===== src/hdl/acs_pkg.sv =====
// Package of register offsets, field layouts, reset values and timing constants.
package acs_pkg;

   // ----------------------------------------------------------------
   // Register map
   // ----------------------------------------------------------------
   // Printed offsets are not multiples of four, so they are indices.
   localparam logic [7:0] ADDR_MAIN_CONTROL = 8'h1F;
   localparam logic [7:0] ADDR_CLOCK_CONFIG = 8'h9F;
   localparam logic [7:0] ADDR_RESULT_HIGH = 8'h1E;
   localparam logic [7:0] ADDR_RESULT_LOW = 8'h9E;
   localparam logic [7:0] ADDR_IRQ_STATUS = 8'hA0;
   localparam logic [7:0] ADDR_IRQ_ENABLE = 8'hA1;
   localparam logic [7:0] ADDR_IRQ_CLEAR = 8'hA2;

   // ----------------------------------------------------------------
   // Field positions
   // ----------------------------------------------------------------
   localparam int POWER_BIT = 0;
   localparam int START_BIT = 1;
   localparam int CHAN_LSB = 2;
   localparam int REF_BIT = 6;
   localparam int JUSTIFY_BIT = 7;
   localparam int CLKSEL_LSB = 4;
   localparam logic [7:0] CLOCK_CONFIG_MASK = 8'h70;
   localparam logic [7:0] MAIN_CONTROL_RESET = 8'h00;
   localparam logic [7:0] CLOCK_CONFIG_RESET = 8'h00;

   // Interrupt status bits.
   localparam int IRQ_DONE_BIT = 0;
   localparam int IRQ_BADCH_BIT = 1;
   localparam int IRQ_WIDTH = 2;

   // ----------------------------------------------------------------
   // Conversion clock selection
   // ----------------------------------------------------------------
   localparam logic [2:0] CLKSEL_DIV2 = 3'h0;
   localparam logic [2:0] CLKSEL_DIV8 = 3'h1;
   localparam logic [2:0] CLKSEL_DIV32 = 3'h2;
   localparam logic [2:0] CLKSEL_DIV4 = 3'h4;
   localparam logic [2:0] CLKSEL_DIV16 = 3'h5;
   localparam logic [2:0] CLKSEL_DIV64 = 3'h6;
   localparam logic [1:0] CLKSEL_RC_LOW = 2'h3;

   localparam logic [3:0] CHAN_LAST_VALID = 4'hD;
   localparam int RESULT_BITS = 10;
   // Bit periods spent: one sample slot, ten bits, one settle slot.
   localparam int CONV_BIT_PERIODS = 12;

   // ----------------------------------------------------------------
   // Timing
   // ----------------------------------------------------------------
   localparam int CLK_FREQ_KHZ = 100000;
   localparam int RC_FREQ_MAX_KHZ = 500;
   // Longest-period style: round up the divide so the rate stays <= max.
   localparam int RC_DIV_CYCLES =
      (CLK_FREQ_KHZ + RC_FREQ_MAX_KHZ - 1) / RC_FREQ_MAX_KHZ;

   typedef enum logic [2:0]
   {
      ACS_IDLE = 3'b001,
      ACS_CONV = 3'b010,
      ACS_DONE = 3'b100
   } acs_state_t;

endpackage : acs_pkg


===== src/hdl/acs_tick_if.sv =====
// Interface carrying conversion-clock ticks from the divider to the sequencer.
`timescale 1ns/1ps
`default_nettype none

interface acs_tick_if;
   logic [2:0] clk_select;
   logic run;
   logic tick;
   logic rc_mode;

   modport divider
   (
      input clk_select,
      input run,
      output tick,
      output rc_mode
   );
   modport sequencer
   (
      output clk_select,
      output run,
      input tick,
      input rc_mode
   );
endinterface : acs_tick_if

`default_nettype wire


===== src/hdl/acs_clock_divider.sv =====
// Conversion clock divider: system clock divides or the internal RC rate.
`timescale 1ns/1ps
`default_nettype none

module acs_clock_divider
(
   input wire logic CLK,
   input wire logic RST,
   acs_tick_if.divider tk
);
   import acs_pkg::*;

   logic [7:0] cnt_q;
   logic [7:0] cnt_d;
   logic [7:0] limit;
   logic tick_q;
   logic tick_d;

   // ----------------------------------------------------------------
   // Divide ratio decode
   // ----------------------------------------------------------------
   function automatic logic [7:0] div_of(input logic [2:0] sel);
      logic [7:0] r;
      r = 8'h02;
      if (sel[1:0] == CLKSEL_RC_LOW)
         r = 8'(RC_DIV_CYCLES);
      else
         unique case (sel)
            CLKSEL_DIV2: r = 8'h02;
            CLKSEL_DIV4: r = 8'h04;
            CLKSEL_DIV8: r = 8'h08;
            CLKSEL_DIV16: r = 8'h10;
            CLKSEL_DIV32: r = 8'h20;
            CLKSEL_DIV64: r = 8'h40;
            default: r = 8'h02;
         endcase
      return r;
   endfunction : div_of

   always_comb
   begin
      limit = div_of(tk.clk_select);
      cnt_d = 8'h00;
      tick_d = 1'b0;
      if (tk.run)
      begin
         if (cnt_q >= limit - 8'h01)
         begin
            tick_d = 1'b1;
         end
         else
         begin
            cnt_d = cnt_q + 8'h01;
         end
      end
   end

   always_ff @(posedge CLK or posedge RST)
   begin
      if (RST)
      begin
         cnt_q <= 8'h00;
         tick_q <= 1'b0;
      end
      else
      begin
         cnt_q <= cnt_d;
         tick_q <= tick_d;
      end
   end

   assign tk.tick = tick_q;
   assign tk.rc_mode = (tk.clk_select[1:0] == CLKSEL_RC_LOW);

   property p_tick_spacing;
      @(posedge CLK) disable iff (RST)
      tick_q |=> !tick_q;
   endproperty
   a_tick_spacing: assert property (p_tick_spacing)
      else $error("conversion tick lasted more than one cycle");

endmodule : acs_clock_divider

`default_nettype wire


===== src/hdl/acs_result_former.sv =====
// Places the 10-bit result into the high and low result bytes.
`timescale 1ns/1ps
`default_nettype none

module acs_result_former
(
   input wire logic [9:0] value,
   input wire logic right_justify,
   output logic [15:0] pair
);
   import acs_pkg::*;

   always_comb
   begin
      if (right_justify)
         pair = {6'h00, value};
      else
         pair = {value, 6'h00};
   end

endmodule : acs_result_former

`default_nettype wire


===== src/hdl/acs_sequencer.sv =====
// Converter control sequencer: control registers, start/done, results, irq.
// Function
// Clock field codes divide the system clock by 2,4,8,16,32,64.
// Codes x11 clock the converter from the internal RC, at most 500 kHz.
// Clock register bit 7 and bits 3..0 read zero, writes ignored.
// Main control bit 0 powers the converter; zero shuts it off.
// Writing one to bit 1 starts; it reads one while converting.
// Hardware clears the start bit when the conversion completes.
// Channel field selects inputs 0..11, references 12..13; 14,15 reserved.
// Main control bit 6 picks external reference pin or supply.
// Main control bit 7 right-justifies result when one, left when zero.
// At completion the result appears in high and low result bytes.
// Software waits about 5 us after a channel change before starting.
// All writable control bits reset to zero at power-on.
//
// The implementer's own choice: the address-and-strobe port.
`timescale 1ns/1ps
`default_nettype none

module acs_sequencer
(
   input wire logic CLK,
   input wire logic RST,
   input wire logic [7:0] ADDR,
   input wire logic [7:0] WDATA,
   input wire logic WR,
   input wire logic RD,
   output logic [7:0] RDATA,
   output logic IRQ,
   output logic CONV_POWER,
   output logic CONV_REF_EXT,
   output logic [3:0] CONV_CHANNEL,
   output logic CONV_RC_CLOCK,
   output logic CONV_TICK,
   output logic CONV_SAMPLE,
   input wire logic CONV_BIT_IN
);
   import acs_pkg::*;

   // ----------------------------------------------------------------
   // State
   // ----------------------------------------------------------------
   logic [7:0] main_q;
   logic [7:0] main_d;
   logic [2:0] clksel_q;
   logic [2:0] clksel_d;
   logic [15:0] result_q;
   logic [15:0] result_d;
   logic [9:0] sar_q;
   logic [9:0] sar_d;
   logic [3:0] bitcnt_q;
   logic [3:0] bitcnt_d;
   acs_state_t state_q;
   acs_state_t state_d;
   logic [IRQ_WIDTH-1:0] irq_stat_q;
   logic [IRQ_WIDTH-1:0] irq_stat_d;
   logic [IRQ_WIDTH-1:0] irq_en_q;
   logic [IRQ_WIDTH-1:0] irq_en_d;
   logic [7:0] rdata_q;
   logic [7:0] rdata_d;
   logic bit_meta_q;
   logic bit_sync_q;
   logic [15:0] formed;
   logic done_evt;
   logic badch_evt;
   logic start_wr;

   acs_tick_if tk();

   // ----------------------------------------------------------------
   // Helpers
   // ----------------------------------------------------------------
   function automatic logic hit(input logic [7:0] a, input logic [7:0] r);
      return a == r;
   endfunction : hit

   acs_clock_divider u_div
   (
      .CLK(CLK),
      .RST(RST),
      .tk(tk.divider)
   );

   acs_result_former u_form
   (
      .value(sar_q),
      .right_justify(main_q[JUSTIFY_BIT]),
      .pair(formed)
   );

   assign tk.clk_select = clksel_q;
   assign tk.run = (state_q == ACS_CONV);

   // The returned comparator bit comes from the analog side, so it is
   // brought into this domain through two flops.
   always_ff @(posedge CLK or posedge RST)
   begin
      if (RST)
      begin
         bit_meta_q <= 1'b0;
         bit_sync_q <= 1'b0;
      end
      else
      begin
         bit_meta_q <= CONV_BIT_IN;
         bit_sync_q <= bit_meta_q;
      end
   end

   // ----------------------------------------------------------------
   // Control, sequencing and results
   // ----------------------------------------------------------------
   assign start_wr = WR && hit(ADDR, ADDR_MAIN_CONTROL)
      && WDATA[START_BIT] && WDATA[POWER_BIT];

   always_comb
   begin
      main_d = main_q;
      clksel_d = clksel_q;
      state_d = state_q;
      sar_d = sar_q;
      bitcnt_d = bitcnt_q;
      result_d = result_q;
      done_evt = 1'b0;
      badch_evt = 1'b0;
      if (WR && hit(ADDR, ADDR_MAIN_CONTROL))
      begin
         // A start write while busy keeps the bit set; zero aborts.
         main_d = WDATA;
      end
      if (WR && hit(ADDR, ADDR_CLOCK_CONFIG))
      begin
         clksel_d = WDATA[CLKSEL_LSB +: 3];
      end
      unique case (state_q)
         ACS_IDLE:
         begin
            main_d[START_BIT] = main_d[START_BIT] & start_wr;
            if (start_wr)
            begin
               state_d = ACS_CONV;
               sar_d = '0;
               bitcnt_d = 4'h0;
               badch_evt = (WDATA[CHAN_LSB +: 4] > CHAN_LAST_VALID);
            end
         end
         ACS_CONV:
         begin
            if (!main_d[POWER_BIT] || !main_d[START_BIT])
            begin
               state_d = ACS_IDLE;
               main_d[START_BIT] = 1'b0;
            end
            else if (tk.tick)
            begin
               bitcnt_d = bitcnt_q + 4'h1;
               if (bitcnt_q >= 4'h1 && bitcnt_q <= 4'(RESULT_BITS))
                  sar_d = {sar_q[8:0], bit_sync_q};
               if (bitcnt_q == 4'(CONV_BIT_PERIODS - 1))
                  state_d = ACS_DONE;
            end
         end
         ACS_DONE:
         begin
            result_d = formed;
            main_d[START_BIT] = 1'b0;
            done_evt = 1'b1;
            state_d = ACS_IDLE;
         end
         default:
         begin
            state_d = ACS_IDLE;
         end
      endcase
   end

   always_ff @(posedge CLK or posedge RST)
   begin
      if (RST)
      begin
         main_q <= MAIN_CONTROL_RESET;
         clksel_q <= CLOCK_CONFIG_RESET[CLKSEL_LSB +: 3];
         state_q <= ACS_IDLE;
         sar_q <= '0;
         bitcnt_q <= 4'h0;
         result_q <= 16'h0000;
      end
      else
      begin
         main_q <= main_d;
         clksel_q <= clksel_d;
         state_q <= state_d;
         sar_q <= sar_d;
         bitcnt_q <= bitcnt_d;
         result_q <= result_d;
      end
   end

   // ----------------------------------------------------------------
   // Interrupts and read port
   // ----------------------------------------------------------------
   always_comb
   begin
      irq_en_d = irq_en_q;
      irq_stat_d = irq_stat_q;
      if (WR && hit(ADDR, ADDR_IRQ_ENABLE))
         irq_en_d = WDATA[IRQ_WIDTH-1:0];
      if (WR && hit(ADDR, ADDR_IRQ_CLEAR))
         irq_stat_d = irq_stat_q & ~WDATA[IRQ_WIDTH-1:0];
      // Setting after clearing lets a same-cycle event win.
      if (done_evt)
         irq_stat_d[IRQ_DONE_BIT] = 1'b1;
      if (badch_evt)
         irq_stat_d[IRQ_BADCH_BIT] = 1'b1;
      rdata_d = 8'h00;
      if (RD)
      begin
         unique case (1'b1)
            hit(ADDR, ADDR_MAIN_CONTROL): rdata_d = main_q;
            hit(ADDR, ADDR_CLOCK_CONFIG):
               rdata_d = {1'b0, clksel_q, 4'h0} & CLOCK_CONFIG_MASK;
            hit(ADDR, ADDR_RESULT_HIGH): rdata_d = result_q[15:8];
            hit(ADDR, ADDR_RESULT_LOW): rdata_d = result_q[7:0];
            hit(ADDR, ADDR_IRQ_STATUS): rdata_d = 8'(irq_stat_q);
            hit(ADDR, ADDR_IRQ_ENABLE): rdata_d = 8'(irq_en_q);
            default: rdata_d = 8'h00;
         endcase
      end
   end

   always_ff @(posedge CLK or posedge RST)
   begin
      if (RST)
      begin
         irq_en_q <= '0;
         irq_stat_q <= '0;
         rdata_q <= 8'h00;
      end
      else
      begin
         irq_en_q <= irq_en_d;
         irq_stat_q <= irq_stat_d;
         rdata_q <= rdata_d;
      end
   end

   assign RDATA = rdata_q;
   assign IRQ = |(irq_stat_q & irq_en_q);
   assign CONV_POWER = main_q[POWER_BIT];
   assign CONV_REF_EXT = main_q[REF_BIT];
   assign CONV_CHANNEL = main_q[CHAN_LSB +: 4];
   assign CONV_RC_CLOCK = tk.rc_mode;
   assign CONV_TICK = tk.tick;
   assign CONV_SAMPLE = (state_q == ACS_CONV) && (bitcnt_q == 4'h0);

   // ----------------------------------------------------------------
   // Checks
   // ----------------------------------------------------------------
   property p_start_enters_conv;
      @(posedge CLK) disable iff (RST)
      (state_q == ACS_IDLE && start_wr) |=>
         (state_q == ACS_CONV && main_q[START_BIT]);
   endproperty
   a_start_enters_conv: assert property (p_start_enters_conv)
      else $error("start write did not begin a conversion");

   property p_busy_flag;
      @(posedge CLK) disable iff (RST)
      (state_q == ACS_CONV) |-> main_q[START_BIT];
   endproperty
   a_busy_flag: assert property (p_busy_flag)
      else $error("start bit low while converting");

   property p_done_clears;
      @(posedge CLK) disable iff (RST)
      (state_q == ACS_DONE) |=>
         (!main_q[START_BIT] && irq_stat_q[IRQ_DONE_BIT]);
   endproperty
   a_done_clears: assert property (p_done_clears)
      else $error("start bit not cleared at completion");

   property p_result_form;
      @(posedge CLK) disable iff (RST)
      (state_q == ACS_DONE) |=> ($past(main_q[JUSTIFY_BIT]) ?
         result_q[15:10] == 6'h00 : result_q[5:0] == 6'h00);
   endproperty
   a_result_form: assert property (p_result_form)
      else $error("result justification wrong");

   property p_result_latch;
      @(posedge CLK) disable iff (RST)
      (state_q == ACS_DONE) |=> (result_q == $past(formed));
   endproperty
   a_result_latch: assert property (p_result_latch)
      else $error("result not latched on completion");

   property p_clk_read;
      @(posedge CLK) disable iff (RST)
      (RD && hit(ADDR, ADDR_CLOCK_CONFIG)) |=> (RDATA[7] == 1'b0
         && RDATA[3:0] == 4'h0 && RDATA[6:4] == $past(clksel_q));
   endproperty
   a_clk_read: assert property (p_clk_read)
      else $error("clock register read returned bad bits");

   property p_power_off_stops;
      @(posedge CLK) disable iff (RST)
      (state_q == ACS_CONV && WR && hit(ADDR, ADDR_MAIN_CONTROL)
         && !WDATA[POWER_BIT]) |=> (state_q == ACS_IDLE);
   endproperty
   a_power_off_stops: assert property (p_power_off_stops)
      else $error("power off did not stop conversion");

   property p_ref_follows;
      @(posedge CLK) disable iff (RST)
      (WR && hit(ADDR, ADDR_MAIN_CONTROL)) |=>
         (CONV_REF_EXT == $past(WDATA[REF_BIT])
         && CONV_CHANNEL == $past(WDATA[CHAN_LSB +: 4]));
   endproperty
   a_ref_follows: assert property (p_ref_follows)
      else $error("reference or channel output wrong");

   // A clear that meets no new event must leave the written bits low.
   property p_irq_clear;
      @(posedge CLK) disable iff (RST)
      (WR && hit(ADDR, ADDR_IRQ_CLEAR) && !done_evt && !badch_evt) |=>
         ((irq_stat_q & $past(WDATA[IRQ_WIDTH-1:0])) == '0);
   endproperty
   a_irq_clear: assert property (p_irq_clear)
      else $error("interrupt status bit not cleared");

   c_conv_done: cover property (@(posedge CLK) disable iff (RST)
      state_q == ACS_DONE);
   c_right: cover property (@(posedge CLK) disable iff (RST)
      state_q == ACS_DONE && main_q[JUSTIFY_BIT]);
   c_rc: cover property (@(posedge CLK) disable iff (RST)
      CONV_RC_CLOCK && state_q == ACS_CONV);
   c_abort: cover property (@(posedge CLK) disable iff (RST)
      state_q == ACS_CONV && WR && !WDATA[POWER_BIT]);

endmodule : acs_sequencer

`default_nettype wire


===== config.mk =====
export PLATFORM = sky130hd
export DESIGN_NAME = acs_sequencer
export DESIGN_NICKNAME = d
export VERILOG_FILES = /design/src/hdl/acs_pkg.sv /design/src/hdl/acs_tick_if.sv /design/src/hdl/acs_clock_divider.sv /design/src/hdl/acs_result_former.sv /design/src/hdl/acs_sequencer.sv
export SDC_FILE = /design/constraint.sdc
export NUM_CORES = 1
export LEC_CHECK = 0
export ABC_CLOCK_PERIOD_IN_PS = 4100
export BUFFER_PORTS_ARGS = -buffer_cell sky130_fd_sc_hd__buf_2
export CAP_MARGIN = 20
export CORE_MARGIN = 4
export CORE_UTILIZATION = 30
export DETAILED_ROUTE_END_ITERATION = 12
export SKIP_LAST_GASP = 1
export SLEW_MARGIN = 10
export SYNTH_ARGS = -nofsm -noshare
export SYNTH_HDL_FRONTEND = slang
export SYNTH_SLANG_ARGS = --single-unit

===== constraint.sdc =====
create_clock -name CLK -period 4.1 [get_ports CLK]
set_input_delay 0.41 -clock CLK [delete_from_list [all_inputs] [get_ports CLK]]
set_output_delay 0.41 -clock CLK [all_outputs]
set_load 0.02 [all_outputs]

==> impl_metrics.tcl <==
set metrics [dict create \
    outcome "finished clean" \
    final_max_slew_viol_count 0 \
    timing.final.crit_period_ns 2.63 \
    firstDrtPassIters 4 \
    antenna_found_initial 0 \
    yosys_warnings 0 \
    nFillCells 1141 \
    path_delay_family "compound AO/OA/AOI/OAI gates" \
    p_comb_frac 0.049 \
    switchingPower_w 0.000364 \
    totalWireLength_mm 7.50 \
    async_flop_share 1.00 \
    crit_slowest_cell "dfrtp_1" \
    crit_path_start_kind "flop" \
    hold_viol 0 \
    ys_seq_area_frac 0.480 \
    synth_top_flop_cell "dfrtp_1" \
    tightest_slew_ns 0.963 \
    ioPinCount 39 \
    rsz0062_at_grt "false" \
    syn_nets 366 \
    first_global_vias 2506 \
    syn_inst 326 \
    grt_pass1_wl_mm 12.6 \
    max_stage_delay_ns 0.43 \
    post-cts-setup-buffer-count 0 \
    nNetsFinal 399 \
    cts_buffers 9 \
    ys_types 53 \
    slew_headroom 0.357 \
    clkSinkCount 67 \
    die_area_mm2 0.0134 \
    internal_power_w 0.00118 \
    grt_max_degree 41 \
    cts_buffer_depth 2 \
    yosysTopAreaCellShare 0.473 \
    final_common_cell "dfrtp_1" \
    port-buffer-count 38 \
    critPathKind "reg2reg" \
    layout.cells.non_filler 507 \
    synth_edf_count 0 \
    ir_drop_mv 0.229 \
    layout_common_cells "dfrtp_1, buf_2, nand2_1" \
    grtUsageTotal 0.120 \
    overflow 0 \
    fin_crit_sh 0.642 \
    hold_buffers 0 \
    die_w_um 116 \
    sequentialPowerShare 0.440 \
    worst-path-max-fanout 9 \
    swShare 0.236 \
    n_antenna_cell 0 \
    pwr-share-clk 0.511 \
    vias 2516 \
    ctsResizeCount 0 \
    synth_area_leaders "dfrtp_1, ha_1, nand2_1, mux2i_1, o21ai_0" \
    wire_per_inst_um 14.8 \
    drive_above_1_share 0.217 \
    place_congestion 0.832 \
    ant_nets 0 \
    synth_area_per_cell_um2 10.7 \
    pwr_density_cell_mw_per_mm2 377 \
    power_w 0.00154 \
    cp.buffers_inverters 2 \
    viasPerCell 4.96 \
    h-tree-depth 3 \
    p_leak_nw 1.91 \
    drv_cap 0 \
    start_util 0.306 \
    crit_arrival_ns 2.85 \
    drt_iter0_markers 124 \
    place_hpwl_mm 5.44 \
    finClkSkew_ns 0.00913 \
    synth_area_mm2 0.00349 \
    crit_chain "inv_1 > ha_1 > inv_1 > or3_1 > xor2_1 > ha_1 > a211o_1 > a21oi_1 > o21ai_1 > and2_2" \
    finalSetupViolCount 0 \
    area_delta_synth_final_pct 17.1 \
    place_inst 491 \
    cp.required_ns 4.32 \
    die_y_um 116 \
    post-route-drc-count 0 \
    fmax_mhz 380 \
    clockRootBuffer "clkbuf_16" \
    fin_tns_setup_ns 0 \
    endpoint_kind "flop" \
    ys_ff_latch 67 \
    core-area_mm2 0.0114 \
    clock_latency_ns 0.33 \
    cts_tree "done" \
    yosys.area.top_type "dfrtp_1" \
    num_rows 39 \
    path_clk_slew_ns 0.06 \
    min_path_type "in2reg" \
]
logic make-up (layout without fill, tap and decap cells):
group,after synthesis,in the layout,synth area share
simple gates,113,113,0.177
flops,67,67,0.480
compound gates,59,59,0.112
mux,30,30,0.102
buf+inv,30,68,0.0412
fa+ha+maj,19,19,0.0680
xor+xnor,8,8,0.0201
per-layer routing:
layer / global-route usage / routed length, um / vias to the layer above
li1: - / - / 1227
met1: 0.167 / 3710 / 1221
met2: 0.183 / 3240 / 57
met3: 0.0292 / 443 / 11
met4: 0.0394 / 108 / 0
met5: 0 / 0 / -
worst reg2reg max path: stages, from the launching register on:
cell and delay (ns):
dfrtp_1 0.43, inv_1 0.16, ha_1 0.17, inv_1 0.05
or3_1 0.31, xor2_1 0.15, ha_1 0.30, a211o_1 0.30
a21oi_1 0.13, o21ai_1 0.25, and2_2 0.28
cells in the mapped netlist (all sizes together), types with 3 or more instances:
cell type / instances
a21oi: 6
a22o: 12
and3: 6
and4b: 3
buf: 9
clkbuf: 9
dfrtp: 66
ha: 19
inv: 12
mux2: 16
mux2i: 11
mux4: 3
nand2: 38
nand2b: 8
nand3: 9
nand4: 6
nor2: 14
nor2b: 4
nor3: 10
nor3b: 4
o21ai: 24
or3: 3
xor2: 6
through the flow:
step,setup slack (ns),hold slack (ns),cell area (um2),util
floorplan,1.67,0.331,3490,-
global placement,1.60,0.335,3780,0.331
detailed placement,1.48,0.339,3780,0.331
CTS,1.47,0.185,4090,0.358
global route,1.32,0.190,4090,0.358
finish,1.47,0.191,4090,0.358
cell type report:
| type | count | area, um2 | share of cell area |
|---|---|---|---|
| clock buffer | 9 | 225 | 0.0550 |
| clock inverter | 7 | 81.3 | 0.0199 |
| inverter | 12 | 45.0 | 0.0110 |
| multi-input combinational | 229 | 1680 | 0.410 |
| sequential | 67 | 1680 | 0.410 |
| tap | 143 | 179 | 0.0437 |
| timing repair buffer | 40 | 205 | 0.0502 |
path summary, 6_finish.rpt:
check                      slack [ns]                      end  cells past startpoint                    start
hold reg to reg                  0.35     bit_sync_q$_DFF_PP0_                      0     bit_meta_q$_DFF_PP0_
max in group asynchronous        2.95     sar_q[7]$_DFFE_PP0P_                      3                      RST
setup reg to reg                 1.47  u_div.tk.tick$_DFF_PP0_                     10  clksel_q[0]$_DFFE_PP0P_
setup / recovery                 1.47  u_div.tk.tick$_DFF_PP0_                     10  clksel_q[0]$_DFFE_PP0P_
min in group asynchronous        0.26  result_q[3]$_DFFE_PP0P_                      2                      RST
hold / removal                   0.19     bit_meta_q$_DFF_PP0_                      1              CONV_BIT_IN
state kept, by name, summed over array words and instances, names as in the netlist, 3 cells and up:
signal and flops:
result_q 16, main_q 8, sar_q 10, clksel_q 3
bitcnt_q 4, RDATA 8, u_div.cnt_q 8, state_q 3
power groups by stage:
stage               clock [W]  combinational [W]  sequential [W]
floorplan                   0          0.0000511        0.000687
detailed placement          0          0.0000774        0.000691
global route         0.000840          0.0000850        0.000679
global placement            0          0.0000754        0.000690
finish               0.000789          0.0000757        0.000678
CTS                  0.000810          0.0000780        0.000678
Note: power is estimated with default switching activity, not from simulation.
